### config.mk
export PLATFORM = sky130hd
export DESIGN_NAME = dics_top
export DESIGN_NICKNAME = d
export VERILOG_FILES = /design/src/rtl/dics_pkg.sv /design/src/rtl/dics_top.sv
export VERILOG_INCLUDE_DIRS = /design/src /design/src/rtl
export SDC_FILE = /design/constraint.sdc
export NUM_CORES = 1
export LEC_CHECK = 0
export BUFFER_PORTS_ARGS = -buffer_cell sky130_fd_sc_hd__buf_2
export CAP_MARGIN = 0
export CORE_AREA = 3 3 193 195
export CTS_CLUSTER_DIAMETER = 100
export CTS_CLUSTER_SIZE = 16
export DETAILED_ROUTE_END_ITERATION = 8
export DIE_AREA = 0 0 196 198
export PLACE_DENSITY = 0.5
export SYNTH_ARGS = -nofsm -noshare
export SYNTH_HDL_FRONTEND = slang
export SYNTH_SLANG_ARGS = --single-unit
### constraint.sdc
create_clock -name ref_clk_i -period 2.8 [get_ports ref_clk_i]
set_clock_uncertainty 0.05 [all_clocks]
set_input_delay 0.28 -clock ref_clk_i [delete_from_list [all_inputs] [get_ports ref_clk_i]]
set_output_delay 0.28 -clock ref_clk_i [all_outputs]
set_load 0.01 [all_outputs]
### src/rtl/dics_defs.svh
// constants for the drive input command selector
// assumes a single 200 MHz clock; included by the package and the top
`ifndef DICS_DEFS_SVH
`define DICS_DEFS_SVH
`define DICS_TERM_COUNT       10
`define DICS_FUNC_W           8
`define DICS_FREQ_W           16
`define DICS_FN_LOCAL_REMOTE  8'h01
`define DICS_FN_BB_NO         8'h08
`define DICS_FN_BB_NC         8'h09
`define DICS_FN_RAMP_HOLD     8'h0A
`define DICS_FN_UP_CMD        8'h10
`define DICS_FN_DOWN_CMD      8'h11
`define DICS_FN_RESET         8'h0F
`define DICS_SRC_RESET        2'h1
`define DICS_MEM_RESET        1'b0
`define DICS_KEY_REMOTE_RESET 1'b1
`define DICS_ADDR_CTRL        12'h000
`define DICS_ADDR_STATUS      12'h004
`define DICS_ADDR_FREQ_IN     12'h008
`define DICS_ADDR_OUT_FREQ    12'h00C
`define DICS_ADDR_HELD        12'h010
`define DICS_ADDR_TERM_BASE   12'h040
`define DICS_ADDR_TERM_LAST   12'h064
`define DICS_CTRL_FREQ_LSB    0
`define DICS_CTRL_RUN_LSB     4
`define DICS_CTRL_MEM_BIT     8
`define DICS_CTRL_KEY_BIT     9
`endif

### src/rtl/dics_pkg.sv
// types for the drive input command selector
// constants live in dics_defs.svh
`include "dics_defs.svh"
package dics_pkg;
   typedef enum logic [1:0] {
      DICS_SRC_KEYPAD,
      DICS_SRC_TERMINAL,
      DICS_SRC_SERIAL,
      DICS_SRC_OPTION
   } dics_src_t;
   typedef enum logic [1:0] {
      DICS_ST_IDLE,
      DICS_ST_RUN,
      DICS_ST_BLOCKED,
      DICS_ST_SEARCH
   } dics_state_t;
endpackage : dics_pkg

### src/rtl/dics_top.sv
// drive input command selector: terminal functions and source routing
// assumes an APB master on ref_clk_i, contacts asynchronous to the clock
//
// Function
// - terminal code 1 picks keypad or remote
// - reference source codes 0..3, default 1
// - run source codes 0..3, default 1
// - keypad local key ignored when terminal assigned
// - code 8 terminal on inhibits output
// - code 9 terminal off inhibits output
// - inhibit release resumes with speed search
// - code A freezes ramp, latches frequency
// - memory selector 0 starts zero, 1 held
// - selector 1 and hold keep frequency stored
// - memory selector needs hold or up/down
// - selector 0 run during hold forces zero
// - ten terminal function selectors
//
// Added by the designer: the APB slave port and the placing of the registers.
`timescale 1ns/1ps
`include "dics_defs.svh"
module dics_top (
   // clock and reset
   input  wire logic                         ref_clk_i,
   input  wire logic                         reset_i,
   // apb slave
   input  wire logic                         psel_i,
   input  wire logic                         penable_i,
   input  wire logic                         pwrite_i,
   input  wire logic [11:0]                  paddr_i,
   input  wire logic [31:0]                  pwdata_i,
   output logic      [31:0]                  prdata_o,
   output logic                              pready_o,
   output logic                              pslverr_o,
   // contact inputs
   input  wire logic [`DICS_TERM_COUNT-1:0]  multi_input_i,
   input  wire logic                         forward_run_input_i,
   input  wire logic                         reverse_run_input_i,
   // source commands from keypad, analog terminal, serial link and option board
   input  wire logic                         keypad_local_key_i,
   input  wire logic                         keypad_run_i,
   input  wire logic                         serial_run_i,
   input  wire logic                         option_run_i,
   input  wire logic [`DICS_FREQ_W-1:0]      analog_ref_i,
   input  wire logic [`DICS_FREQ_W-1:0]      serial_ref_i,
   input  wire logic [`DICS_FREQ_W-1:0]      option_ref_i,
   // ramp generator feedback
   input  wire logic [`DICS_FREQ_W-1:0]      ramp_freq_i,
   input  wire logic                         search_done_i,
   // non-volatile store of the held frequency
   input  wire logic [`DICS_FREQ_W-1:0]      nv_freq_i,
   input  wire logic                         nv_valid_i,
   output logic                              nv_write_o,
   output logic      [`DICS_FREQ_W-1:0]      nv_data_o,
   // drive commands
   output dics_pkg::dics_src_t               active_ref_src_o,
   output dics_pkg::dics_src_t               active_run_src_o,
   output logic      [`DICS_FREQ_W-1:0]      freq_ref_o,
   output logic                              run_cmd_o,
   output logic                              output_inhibit_o,
   output logic                              ramp_hold_o,
   output logic                              speed_search_o,
   output logic                              force_zero_o
);
   import dics_pkg::*;

   localparam int N = `DICS_TERM_COUNT;

   // one bit per terminal selector, set where that selector holds the given code
   function automatic logic [N-1:0] fn_match(
      input logic [N*`DICS_FUNC_W-1:0] sel,
      input logic [`DICS_FUNC_W-1:0]   code);
      logic [N-1:0] m;
      m = '0;
      for (int i = 0; i < N; i++) begin
         m[i] = (sel[i*`DICS_FUNC_W +: `DICS_FUNC_W] == code);
      end
      return m;
   endfunction : fn_match

   // registers
   logic [N*`DICS_FUNC_W-1:0] input_terminal_function_sel_q;
   dics_src_t                 freq_ref_source_sel_q;
   dics_src_t                 run_cmd_source_sel_q;
   logic                      hold_freq_memory_sel_q;
   logic                      key_remote_q;
   logic [`DICS_FREQ_W-1:0]   keypad_freq_q;
   logic [`DICS_FREQ_W-1:0]   held_reference_memory_q;
   logic [`DICS_FREQ_W-1:0]   bb_freq_q;
   logic                      nv_loaded_q;
   dics_state_t               state_q;
   logic                      run_q;

   // two-stage synchronisers
   logic [N+1:0] sync1_q;
   logic [N+1:0] sync2_q;

   always_ff @(posedge ref_clk_i) begin
      sync1_q <= {reverse_run_input_i, forward_run_input_i, multi_input_i};
      sync2_q <= sync1_q;
   end

   logic [N-1:0] term;
   logic         fwd_in;
   logic         rev_in;
   assign term   = sync2_q[N-1:0];
   assign fwd_in = sync2_q[N];
   assign rev_in = sync2_q[N+1];

   // terminal function decode
   logic [N-1:0] m_lr;
   logic [N-1:0] m_bbno;
   logic [N-1:0] m_bbnc;
   logic [N-1:0] m_hold;
   logic         updown_set;
   logic         lr_assigned;
   logic         remote;
   logic         inhibit;
   logic         hold;
   logic         mem_on;

   always_comb begin
      m_lr   = fn_match(input_terminal_function_sel_q, `DICS_FN_LOCAL_REMOTE);
      m_bbno = fn_match(input_terminal_function_sel_q, `DICS_FN_BB_NO);
      m_bbnc = fn_match(input_terminal_function_sel_q, `DICS_FN_BB_NC);
      m_hold = fn_match(input_terminal_function_sel_q, `DICS_FN_RAMP_HOLD);
      updown_set = |(fn_match(input_terminal_function_sel_q, `DICS_FN_UP_CMD) |
                     fn_match(input_terminal_function_sel_q, `DICS_FN_DOWN_CMD));
   end

   assign lr_assigned = |m_lr;
   // terminal alone decides when assigned; keypad key ignored then
   assign remote  = lr_assigned ? |(m_lr & term) : key_remote_q;
   assign inhibit = |(m_bbno & term) | |(m_bbnc & ~term);
   assign hold    = |(m_hold & term);
   assign mem_on  = hold_freq_memory_sel_q & (|m_hold | updown_set);

   // source routing: local means keypad for both paths
   dics_src_t ref_src;
   dics_src_t run_src;
   assign ref_src = remote ? freq_ref_source_sel_q : DICS_SRC_KEYPAD;
   assign run_src = remote ? run_cmd_source_sel_q : DICS_SRC_KEYPAD;

   logic [`DICS_FREQ_W-1:0] sel_ref;
   logic                    sel_run;
   always_comb begin
      case (ref_src)
         DICS_SRC_KEYPAD:   sel_ref = keypad_freq_q;
         DICS_SRC_TERMINAL: sel_ref = analog_ref_i;
         DICS_SRC_SERIAL:   sel_ref = serial_ref_i;
         DICS_SRC_OPTION:   sel_ref = option_ref_i;
         default:           sel_ref = analog_ref_i;
      endcase
      case (run_src)
         DICS_SRC_KEYPAD:   sel_run = keypad_run_i;
         DICS_SRC_TERMINAL: sel_run = fwd_in | rev_in;
         DICS_SRC_SERIAL:   sel_run = serial_run_i;
         DICS_SRC_OPTION:   sel_run = option_run_i;
         default:           sel_run = fwd_in | rev_in;
      endcase
   end

   // run / inhibit / speed-search sequence
   always_ff @(posedge ref_clk_i) begin
      if (reset_i) begin
         state_q   <= DICS_ST_IDLE;
         bb_freq_q <= '0;
      end else begin
         case (state_q)
            DICS_ST_IDLE: begin
               if (sel_run) state_q <= DICS_ST_RUN;
            end
            DICS_ST_RUN: begin
               if (inhibit) begin
                  state_q   <= DICS_ST_BLOCKED;
                  bb_freq_q <= sel_ref;
               end else if (!sel_run) begin
                  state_q <= DICS_ST_IDLE;
               end
            end
            DICS_ST_BLOCKED: begin
               if (!inhibit) state_q <= sel_run ? DICS_ST_SEARCH : DICS_ST_IDLE;
            end
            DICS_ST_SEARCH: begin
               if (inhibit) state_q <= DICS_ST_BLOCKED;
               else if (search_done_i) state_q <= DICS_ST_RUN;
            end
            default: state_q <= DICS_ST_IDLE;
         endcase
      end
   end

   always_ff @(posedge ref_clk_i) begin
      if (reset_i) run_q <= 1'b0;
      else         run_q <= sel_run;
   end

   logic run_rise;
   assign run_rise = sel_run & ~run_q;

   // hold frequency latch and zero-force
   logic hold_q;
   always_ff @(posedge ref_clk_i) begin
      if (reset_i) hold_q <= 1'b0;
      else         hold_q <= hold;
   end

   // a hold taken while stopped latches nothing: the ramp output means nothing then
   logic hold_rise;
   assign hold_rise = hold & ~hold_q & (state_q != DICS_ST_IDLE);

   always_ff @(posedge ref_clk_i) begin
      if (reset_i) begin
         held_reference_memory_q <= '0;
         nv_loaded_q             <= 1'b0;
      end else if (hold_rise) begin
         held_reference_memory_q <= ramp_freq_i;
      end else if (nv_valid_i & ~nv_loaded_q) begin
         nv_loaded_q             <= 1'b1;
         if (mem_on) held_reference_memory_q <= nv_freq_i;
      end
   end

   // store the latched value once, when hold rises while memory on
   always_ff @(posedge ref_clk_i) begin
      if (reset_i) begin
         nv_write_o <= 1'b0;
         nv_data_o  <= '0;
      end else begin
         nv_write_o <= mem_on & hold_rise;
         // data only moves with a store, so the store never sees a ramp in motion
         if (mem_on & hold_rise) nv_data_o <= ramp_freq_i;
      end
   end

   logic fz_q;
   always_ff @(posedge ref_clk_i) begin
      if (reset_i)             fz_q <= 1'b0;
      else if (run_rise)       fz_q <= hold & ~mem_on;
      else if (!hold | !sel_run) fz_q <= 1'b0;
   end

   // zero stands while both hold and run stand; dropping either releases it
   logic fz_now;
   assign fz_now = hold & sel_run & (fz_q | (run_rise & ~mem_on));

   // registered command outputs
   always_ff @(posedge ref_clk_i) begin
      if (reset_i) begin
         freq_ref_o       <= '0;
         run_cmd_o        <= 1'b0;
         output_inhibit_o <= 1'b0;
         ramp_hold_o      <= 1'b0;
         speed_search_o   <= 1'b0;
         force_zero_o     <= 1'b0;
         active_ref_src_o <= DICS_SRC_KEYPAD;
         active_run_src_o <= DICS_SRC_KEYPAD;
      end else begin
         if (fz_now) freq_ref_o <= '0;
         else if (state_q == DICS_ST_SEARCH) freq_ref_o <= bb_freq_q;
         else if (hold | (run_rise & mem_on)) freq_ref_o <= held_reference_memory_q;
         else freq_ref_o <= sel_ref;
         run_cmd_o        <= sel_run;
         output_inhibit_o <= inhibit;
         ramp_hold_o      <= hold;
         // search is masked in the cycle an inhibit re-arrives
         speed_search_o   <= (state_q == DICS_ST_SEARCH) & ~inhibit;
         force_zero_o     <= fz_now;
         active_ref_src_o <= ref_src;
         active_run_src_o <= run_src;
      end
   end

   // apb register file: zero-wait, writes take effect on the access edge
   logic       wr_en;
   logic [3:0] term_idx;
   logic       term_hit;
   assign wr_en    = psel_i & penable_i & pwrite_i;
   assign term_hit = (paddr_i >= `DICS_ADDR_TERM_BASE) && (paddr_i <= `DICS_ADDR_TERM_LAST) &&
                     (paddr_i[1:0] == 2'h0);
   assign term_idx = 4'((paddr_i - `DICS_ADDR_TERM_BASE) >> 2);

   always_ff @(posedge ref_clk_i) begin
      if (reset_i) begin
         freq_ref_source_sel_q  <= dics_src_t'(`DICS_SRC_RESET);
         run_cmd_source_sel_q   <= dics_src_t'(`DICS_SRC_RESET);
         hold_freq_memory_sel_q <= `DICS_MEM_RESET;
         key_remote_q           <= `DICS_KEY_REMOTE_RESET;
         keypad_freq_q          <= '0;
      end else if (wr_en) begin
         if (paddr_i == `DICS_ADDR_CTRL) begin
            freq_ref_source_sel_q  <= dics_src_t'(pwdata_i[`DICS_CTRL_FREQ_LSB +: 2]);
            run_cmd_source_sel_q   <= dics_src_t'(pwdata_i[`DICS_CTRL_RUN_LSB +: 2]);
            hold_freq_memory_sel_q <= pwdata_i[`DICS_CTRL_MEM_BIT];
            if (!lr_assigned) key_remote_q <= pwdata_i[`DICS_CTRL_KEY_BIT];
         end else if (paddr_i == `DICS_ADDR_FREQ_IN) begin
            keypad_freq_q <= pwdata_i[`DICS_FREQ_W-1:0];
         end
      end else if (keypad_local_key_i & ~lr_assigned) begin
         key_remote_q <= ~key_remote_q;
      end
   end

   always_ff @(posedge ref_clk_i) begin
      if (reset_i) begin
         for (int i = 0; i < N; i++) begin
            input_terminal_function_sel_q[i*`DICS_FUNC_W +: `DICS_FUNC_W] <= `DICS_FN_RESET;
         end
      end else if (wr_en & term_hit) begin
         input_terminal_function_sel_q[term_idx*`DICS_FUNC_W +: `DICS_FUNC_W] <=
            pwdata_i[`DICS_FUNC_W-1:0];
      end
   end

   logic        addr_ok;
   logic [31:0] rd;
   always_comb begin
      addr_ok = 1'b1;
      rd      = '0;
      if (term_hit) begin
         rd[`DICS_FUNC_W-1:0] =
            input_terminal_function_sel_q[term_idx*`DICS_FUNC_W +: `DICS_FUNC_W];
      end else begin
         case (paddr_i)
            `DICS_ADDR_CTRL: begin
               rd[`DICS_CTRL_FREQ_LSB +: 2] = freq_ref_source_sel_q;
               rd[`DICS_CTRL_RUN_LSB +: 2]  = run_cmd_source_sel_q;
               rd[`DICS_CTRL_MEM_BIT]       = hold_freq_memory_sel_q;
               rd[`DICS_CTRL_KEY_BIT]       = key_remote_q;
            end
            `DICS_ADDR_STATUS:   rd[11:0] = {fz_q, remote, hold, inhibit, state_q,
                                             rev_in, fwd_in, term[3:0]};
            `DICS_ADDR_FREQ_IN:  rd[`DICS_FREQ_W-1:0] = keypad_freq_q;
            `DICS_ADDR_OUT_FREQ: rd[`DICS_FREQ_W-1:0] = freq_ref_o;
            `DICS_ADDR_HELD:     rd[`DICS_FREQ_W-1:0] = held_reference_memory_q;
            default:             addr_ok = 1'b0;
         endcase
      end
   end

   assign pready_o  = 1'b1;
   assign prdata_o  = rd;
   assign pslverr_o = psel_i & penable_i & ~addr_ok;
endmodule : dics_top

Word level (Yosys, flattened, before mapping)
Cells that the tools add are included.
{"block": "word_totals", "reg_bits": 204, "input_bits": 147, "out_inout_bits": 76, "wordCells": 214}
{"block": "op_classes", "n_addsub": 2, "n_lt_le_gt_ge": 2, "eq_ne": 79, "n_shift": 3, "mux": 36, "bitwise_logic": 39, "n_reduce_logical": 30}
{"op": "8-bit by 4-bit equality test with 1-bit output, second input constant", "count": 30}
{"op": "8-bit by 5-bit equality test with 1-bit output, second input constant", "count": 20}
{"op": "80-bit bitwise mux", "count": 1}
{"op": "8-bit by 1-bit equality test with 1-bit output, second input constant", "count": 10}
{"op": "16-bit 2-to-1 mux", "count": 5}
{"op": "8-bit by 34-bit variable shift with 80-bit output, first input constant", "count": 1}
{"op": "8-bit by 34-bit indexed part select with 80-bit output", "count": 1}
{"op": "80-bit by 8-bit indexed part select with 8-bit output", "count": 1}
{"op": "10-bit OR reduction", "count": 7}
{"op": "16-bit one-hot mux with 4 select lines", "count": 1}
{"op": "10-bit bitwise AND", "count": 4}
{"op": "7-bit negation with 34-bit output", "count": 1}
{"op": "2-bit one-hot mux with 4 select lines", "count": 4}
{"op": "2-bit one-hot mux with 5 select lines", "count": 3}
{"op": "12-bit by 4-bit equality test with 1-bit output, second input constant", "count": 2}
{"op": "2-bit 2-to-1 mux", "count": 9}
{"op": "1-bit bitwise AND", "count": 17}
{"op": "8-bit 2-to-1 mux", "count": 2}
{"op": "12-bit by 3-bit equality test with 1-bit output, second input constant", "count": 1}
{"op": "12-bit by 5-bit equality test with 1-bit output, second input constant", "count": 1}
{"op": "2-bit equality test, second input constant", "count": 6}
{"op": "12-bit by 7-bit >= comparator with 1-bit output, second input constant", "count": 1}
{"op": "12-bit by 7-bit <= comparator with 1-bit output, second input constant", "count": 1}
{"op": "12-bit zero test", "count": 1}
{"op": "other kinds (21)", "count": 61}

Longest topological paths before layout
{"block": "logic_depth", "word_depth": 12, "depth_mapped": 13, "depth_no_buf": 10}

Worst setup path before layout
No wires, ideal clock.
{"block": "synth_path", "path_kind": "input -> register", "start": "input paddr_i[2]", "end": "register input_terminal_function_sel_q[26]", "setup_time_ns": 0.120, "arrival_time_ns": 2.678, "t_required_ns": 2.630, "setup_slack_ns": -0.047, "cell_stages": 11, "n_path_buf": 3, "cell_sequence": "clkbuf_1 inv_2 ha_1 clkbuf_1 nor2b_1 nor2b_1 or3_1 nor2_1 nand4_1 clkbuf_1 a211o_1"}
{"block": "synth_between", "elab_chain_len": 4, "elab_cells_between_ends": 10, "classes_between": "2 x add/sub; 2 x order compare; 2 x shift; 1 x mux; 1 x bitwise; 2 x reduce/logical"}
{"element": "start: declaration", "line_no": "dics_top.sv:30", "text": "input wire logic [11:0] paddr_i,"}
{"element": "6-bit by 1-bit subtractor with 6-bit output (no line), or another cell as far along"}
{"element": "7-bit negation with 34-bit output or 1-bit logical AND (tied branches)", "line_no": "dics_top.sv:310, dics_top.sv:279"}
{"element": "8-bit by 34-bit indexed part select with 80-bit output, or another cell as far along", "line_no": "dics_top.sv:310", "text": "input_terminal_function_sel_q[term_idx*`DICS_FUNC_W +: `DICS_FUNC_W] <="}
{"element": "80-bit bitwise mux or 1-bit bitwise AND (tied branches)", "line_no": "dics_top.sv:310, dics_top.sv:309"}
{"element": "end signal: indexed assignment", "line_no": "dics_top.sv:307", "text": "input_terminal_function_sel_q[i*`DICS_FUNC_W +: `DICS_FUNC_W] <= `DICS_FN_RESET;"}
{"element": "end signal: indexed assignment", "line_no": "dics_top.sv:310"}
{"element": "end: declaration", "line_no": "dics_top.sv:82", "text": "logic [N*`DICS_FUNC_W-1:0] input_terminal_function_sel_q;"}
Several ways; a longest one is shown, not always the timed one.
A chain may end at the register's enable or synchronous reset.

Final worst setup path
{"block": "layout_path", "start": "register input_terminal_function_sel_q[69]", "end": "register freq_ref_o[12]"}
{"block": "layout_between", "elab_chain_len": 12, "elab_cells_between_ends": 38, "classes_between": "10 x eq/ne; 7 x mux; 13 x bitwise; 8 x reduce/logical"}
{"element": "8-bit by 1-bit equality test with 1-bit output", "line_no": "dics_top.sv:76", "text": "m[i] = (sel[i*`DICS_FUNC_W +: `DICS_FUNC_W] == code);"}
{"element": "10-bit bitwise AND", "line_no": "dics_top.sv:133", "text": "assign remote = lr_assigned ? |(m_lr & term) : key_remote_q;"}
{"element": "10-bit OR reduction", "line_no": "dics_top.sv:133"}
{"element": "1-bit 2-to-1 mux", "line_no": "dics_top.sv:133"}
{"element": "2-bit 2-to-1 mux", "line_no": "dics_top.sv:142", "text": "assign run_src = remote ? run_cmd_source_sel_q : DICS_SRC_KEYPAD;"}
{"element": "2-bit equality test, or another cell as far along", "line_no": "dics_top.sv:154", "text": "case (run_src)"}
{"element": "1-bit one-hot mux with 4 select lines", "line_no": "dics_top.sv:154"}
{"element": "1-bit bitwise AND", "line_no": "dics_top.sv:199", "text": "assign run_rise = sel_run & ~run_q;"}
{"element": "1-bit bitwise AND, on equally long branches", "line_no": "dics_top.sv:261, dics_top.sv:245"}
{"element": "1-bit OR, on equally long branches", "line_no": "dics_top.sv:261, dics_top.sv:245"}
{"element": "16-bit 2-to-1 mux or 1-bit bitwise AND (tied branches)", "line_no": "dics_top.sv:261, dics_top.sv:245"}
{"element": "16-bit 2-to-1 mux or 2-bit OR reduction (tied branches)"}
{"element": "end signal: assignment", "line_no": "dics_top.sv:260", "text": "else if (state_q == DICS_ST_SEARCH) freq_ref_o <= bb_freq_q;"}
{"element": "end signal: assignment", "line_no": "dics_top.sv:261", "text": "else if (hold | (run_rise & mem_on)) freq_ref_o <= held_reference_memory_q;"}
{"element": "end signal: assignment", "line_no": "dics_top.sv:262", "text": "else freq_ref_o <= sel_ref;"}
{"element": "end: declaration", "line_no": "dics_top.sv:58", "text": "output logic [`DICS_FREQ_W-1:0] freq_ref_o,"}
Several ways; a longest one is shown, not always the timed one.

==> impl_metrics.toml <==
[global_routing]
grt_first_pass_wirelength_um = 63030
antenna_found_initial = 3
grt_start_max_net_pins = 81
gr-usage-all-layers_pct = 20.86
grt_overflow = 0
first_global_vias = 10270

[die]
coreArea_um2 = 35570
dieArea_um2 = 38810
die_w_um = 196
boundaryPins = 223
fp-row-count = 69
floorplan.initialDensity_pct = 29.88
die_y_um = 198

[timing]
min_period_over_period_pct = 107.6
maxSlewHeadroom_pct = 59.85
slew_violations = 0
max_freq_mhz = 332.1
tightest_slew_ns = 0.5939
setup_ws_ns = -0.2114
setup_viol = 28
hold_viol_final = 0
whs_ns = 0.02121
min_period_ns = 3.011
rsz0062_at_grt = "true"

[clock_network]
cts_sinks = 204
clk_path_buf_depth = 3
path_clk_slew_ns = 0.08
htree_levels = 1
cts_tree = "yes"
cts_buffers = 16
cts_root_buffer = "clkbuf_16"
insertion_delay_ns = 0.49

[synthesis]
synth_edf_count = 0
async_flop_share_pct = 0
yosysSeqAreaShare_pct = 38.42
ys_ff_latch = 204
avgSynthCellArea_um2 = 8.924
synthCells = 1191
synth_cell_types = 74
synth_area_um2 = 10630
synth_warnings = 0
ys.flop_type = "dfxtp_1"

[status]
outcome = "finished, violations left"
violations = "negative setup slack"

[worst_setup_path]
cp-start-kind = "flip-flop"
r2r_cells = 11
required_ns = 3.17
worstPathMaxFanout = 8
critical_path.endpoint_type = "flip-flop"
critPathArrivalTime_ns = 3.38
reg2reg_setup_slack_ns = -0.21
r2r-end = "freq_ref_o[12]"
r2r-start = "input_terminal_function_sel_q[69]"
critical_path_class = "flip-flop to flip-flop"

[drt]
vias = 10560
routed_wl_um = 42470
drc = 0
firstDrtPassIters = 6
vias_per_cell = 5.325
ant_nets = 0
wl_per_cell_um = 21.42
first_iter_violations = 900

[power]
p_per_area_nw_per_um2 = 403.6
ir_drop_mv = 0.2911
p_leak_nw = 6.150

[cells_and_area]
layout-area-overhead-vs-synth_pct = 38.58
fin_nets = 1673
area.sequential_um2 = 4101
fillCellCount = 3602
multi_input_area_um2 = 6540
drive_above_1_share_pct = 34.45
layoutNonFillerInstCount = 1983

[min_path]
hold-path-endpoint = "nv_data_o[6]"
hp-start = "ramp_freq_i[6]"
holdPathStages = 3
hp-class = "input port to flip-flop"

[place]
dp_hpwl_um = 31030
placed_cells = 1900
port_buffers = 189
place.gp.congestion = 0.9411

[flow_run]
maxCapViolCount = 0
==> registers in the layout, indices dropped and copies added, names as in the netlist, 2 cells and up <==
signal	flops
run_cmd_source_sel_q	2
sync1_q	12
active_ref_src_o	2
sync2_q	12
keypad_freq_q	16
nv_data_o	16
input_terminal_function_sel_q	80
active_run_src_o	2
bb_freq_q	16
held_reference_memory_q	16
state_q	2
freq_ref_source_sel_q	2
freq_ref_o	16
==> through the flow <==
step / instance area [um2] / util [%] / TNS (ns) / power [mW] / setup WS, ns
finish: 14730 / 41.41 / -2.800 / 5.945 / -0.2114
CTS: 14370 / 40.40 / -2.083 / 5.977 / -0.2076
global route: 14730 / 41.41 / -5.683 / 6.184 / -0.2655
floorplan: 10690 / - / 0 / 3.329 / 0.07716
global placement: 12990 / 36.52 / -10.26 / 3.619 / -0.2832
detailed placement: 12990 / 36.52 / -10.55 / 3.619 / -0.3060
==> cells in the final DEF (no fill, tap or decap), drive strengths merged, types with 23 or more instances in the layout <==
| cell | synthesis | routed |
|---|---|---|
| nor2b | 24 | 24 |
| a21oi | 63 | 63 |
| and3 | 33 | 33 |
| buf | 42 | 368 |
| nor3b | 33 | 33 |
| dlygate4sd3 | 0 | 32 |
| o211ai | 23 | 23 |
| nand2b | 28 | 28 |
| dfxtp | 204 | 204 |
| a211o | 50 | 50 |
| mux2i | 88 | 88 |
| nor3 | 32 | 32 |
| a22oi | 32 | 32 |
| nand2 | 79 | 79 |
| nor2 | 131 | 131 |
| nand3 | 47 | 47 |
==> worst max-delay path by stage <==
stage / start / cells after the start / slack, ns / endpoint
final: input_terminal_function_sel_q[69] / 11 / -0.21 / freq_ref_o[12]
after global placement: paddr_i[1] / 11 / -0.28 / prdata_o[2]
after global routing: input_terminal_function_sel_q[69] / 9 / -0.27 / prdata_o[10]
after CTS: input_terminal_function_sel_q[69] / 9 / -0.21 / prdata_o[10]
after detailed placement: paddr_i[1] / 11 / -0.31 / prdata_o[7]
after floorplan: paddr_i[1] / 9 / 0.08 / prdata_o[3]
==> report_power, final <==
group          total [mW]  switching (mW)  internal (mW)
clock network        2.27            1.10           1.17
registers            2.98          0.0436           2.94
logic               0.690           0.381          0.309
==> area by class of cell <==
class,count,area share [%]
Clock inverter,1,0.2039
Antenna cell,1,0.01699
Tap cell,461,3.916
Inverter,14,0.3568
Timing Repair Buffer,403,20.37
Clock buffer,17,2.888
Sequential cell,204,27.85
Multi-Input combinational cell,882,44.40
==> metal layers <==
layer	routed length, um	global-route usage [%]	share of wire, %
met1	19470	29.70	46
met2	19050	33.05	45
met3	2758	2.722	6.5
met4	1179	6.337	2.8
met5	13	0	0.031
==> worst max-delay path: stages (launching register included) <==
cell and delay, ns:
dfxtp_2 0.32, or4_4 0.53, or4_4 0.46, o211ai_4 0.21
nor3_4 0.08, buf_4 0.16, a21o_1 0.19, buf_6 0.13
and2_4 0.16, a31o_4 0.25, bufbuf_16 0.28, a21oi_1 0.10
==> kinds of logic after synthesis <==
kind of cell	after synthesis	share of synthesized area [%]
compound gates	257	18.60
xor+xnor	8	0.6591
fa+ha+maj	5	0.5886
buf+inv	121	5.274
flops	204	38.42
mux	104	11.68
other cells	2	0.07066
simple gates	490	24.71
==> synth_stat cells, drive strengths merged, types with 4 or more instances <==
| master | number | area [um2] |
|---|---|---|
| nand2b | 28 | 175.2 |
| nor3 | 32 | 175.2 |
| nor3b | 33 | 247.7 |
| nand3 | 47 | 235.2 |
| or2 | 4 | 25.03 |
| ha | 5 | 62.56 |
| mux2i | 88 | 880.8 |
| nor2 | 131 | 494.2 |
| o22ai | 6 | 37.54 |
| and2 | 8 | 52.55 |
| a311o | 9 | 90.09 |
| a31oi | 5 | 46.29 |
| a222oi | 11 | 110.1 |
| xnor2 | 4 | 35.03 |
| o21ai | 10 | 53.80 |
| o22a | 4 | 35.03 |
| clkbuf | 65 | 244.0 |
| o211ai | 23 | 177.7 |
| or4b | 4 | 40.04 |
| nor4b | 11 | 96.34 |
| a211oi | 17 | 127.6 |
| or4 | 4 | 37.53 |
| a211o | 50 | 437.9 |
| nor4 | 17 | 112.6 |
| or3 | 8 | 50.05 |
| nand2 | 79 | 299.0 |
| mux4 | 16 | 360.4 |
| and3 | 33 | 206.5 |
| dfxtp | 204 | 4084 |
| a22oi | 32 | 240.2 |
| xor2 | 4 | 35.03 |
| buf | 42 | 264.0 |
| nor2b | 24 | 150.1 |
| nand4 | 11 | 75.07 |
| nor4bb | 5 | 50.05 |
| a221oi | 16 | 202.7 |
| a21oi | 63 | 315.3 |
| inv | 14 | 52.55 |
==> repair_timing <==
item                       4_1_cts  5_1_grt
pin swaps                       21       34
gates resized for setup         73       53
hold buffers                    32        0
gates cloned                     4        2
hold endpoints to repair        33        0
buffers inserted                21       10
setup endpoints to repair       77       68
(Power assumes the default switching activity.)
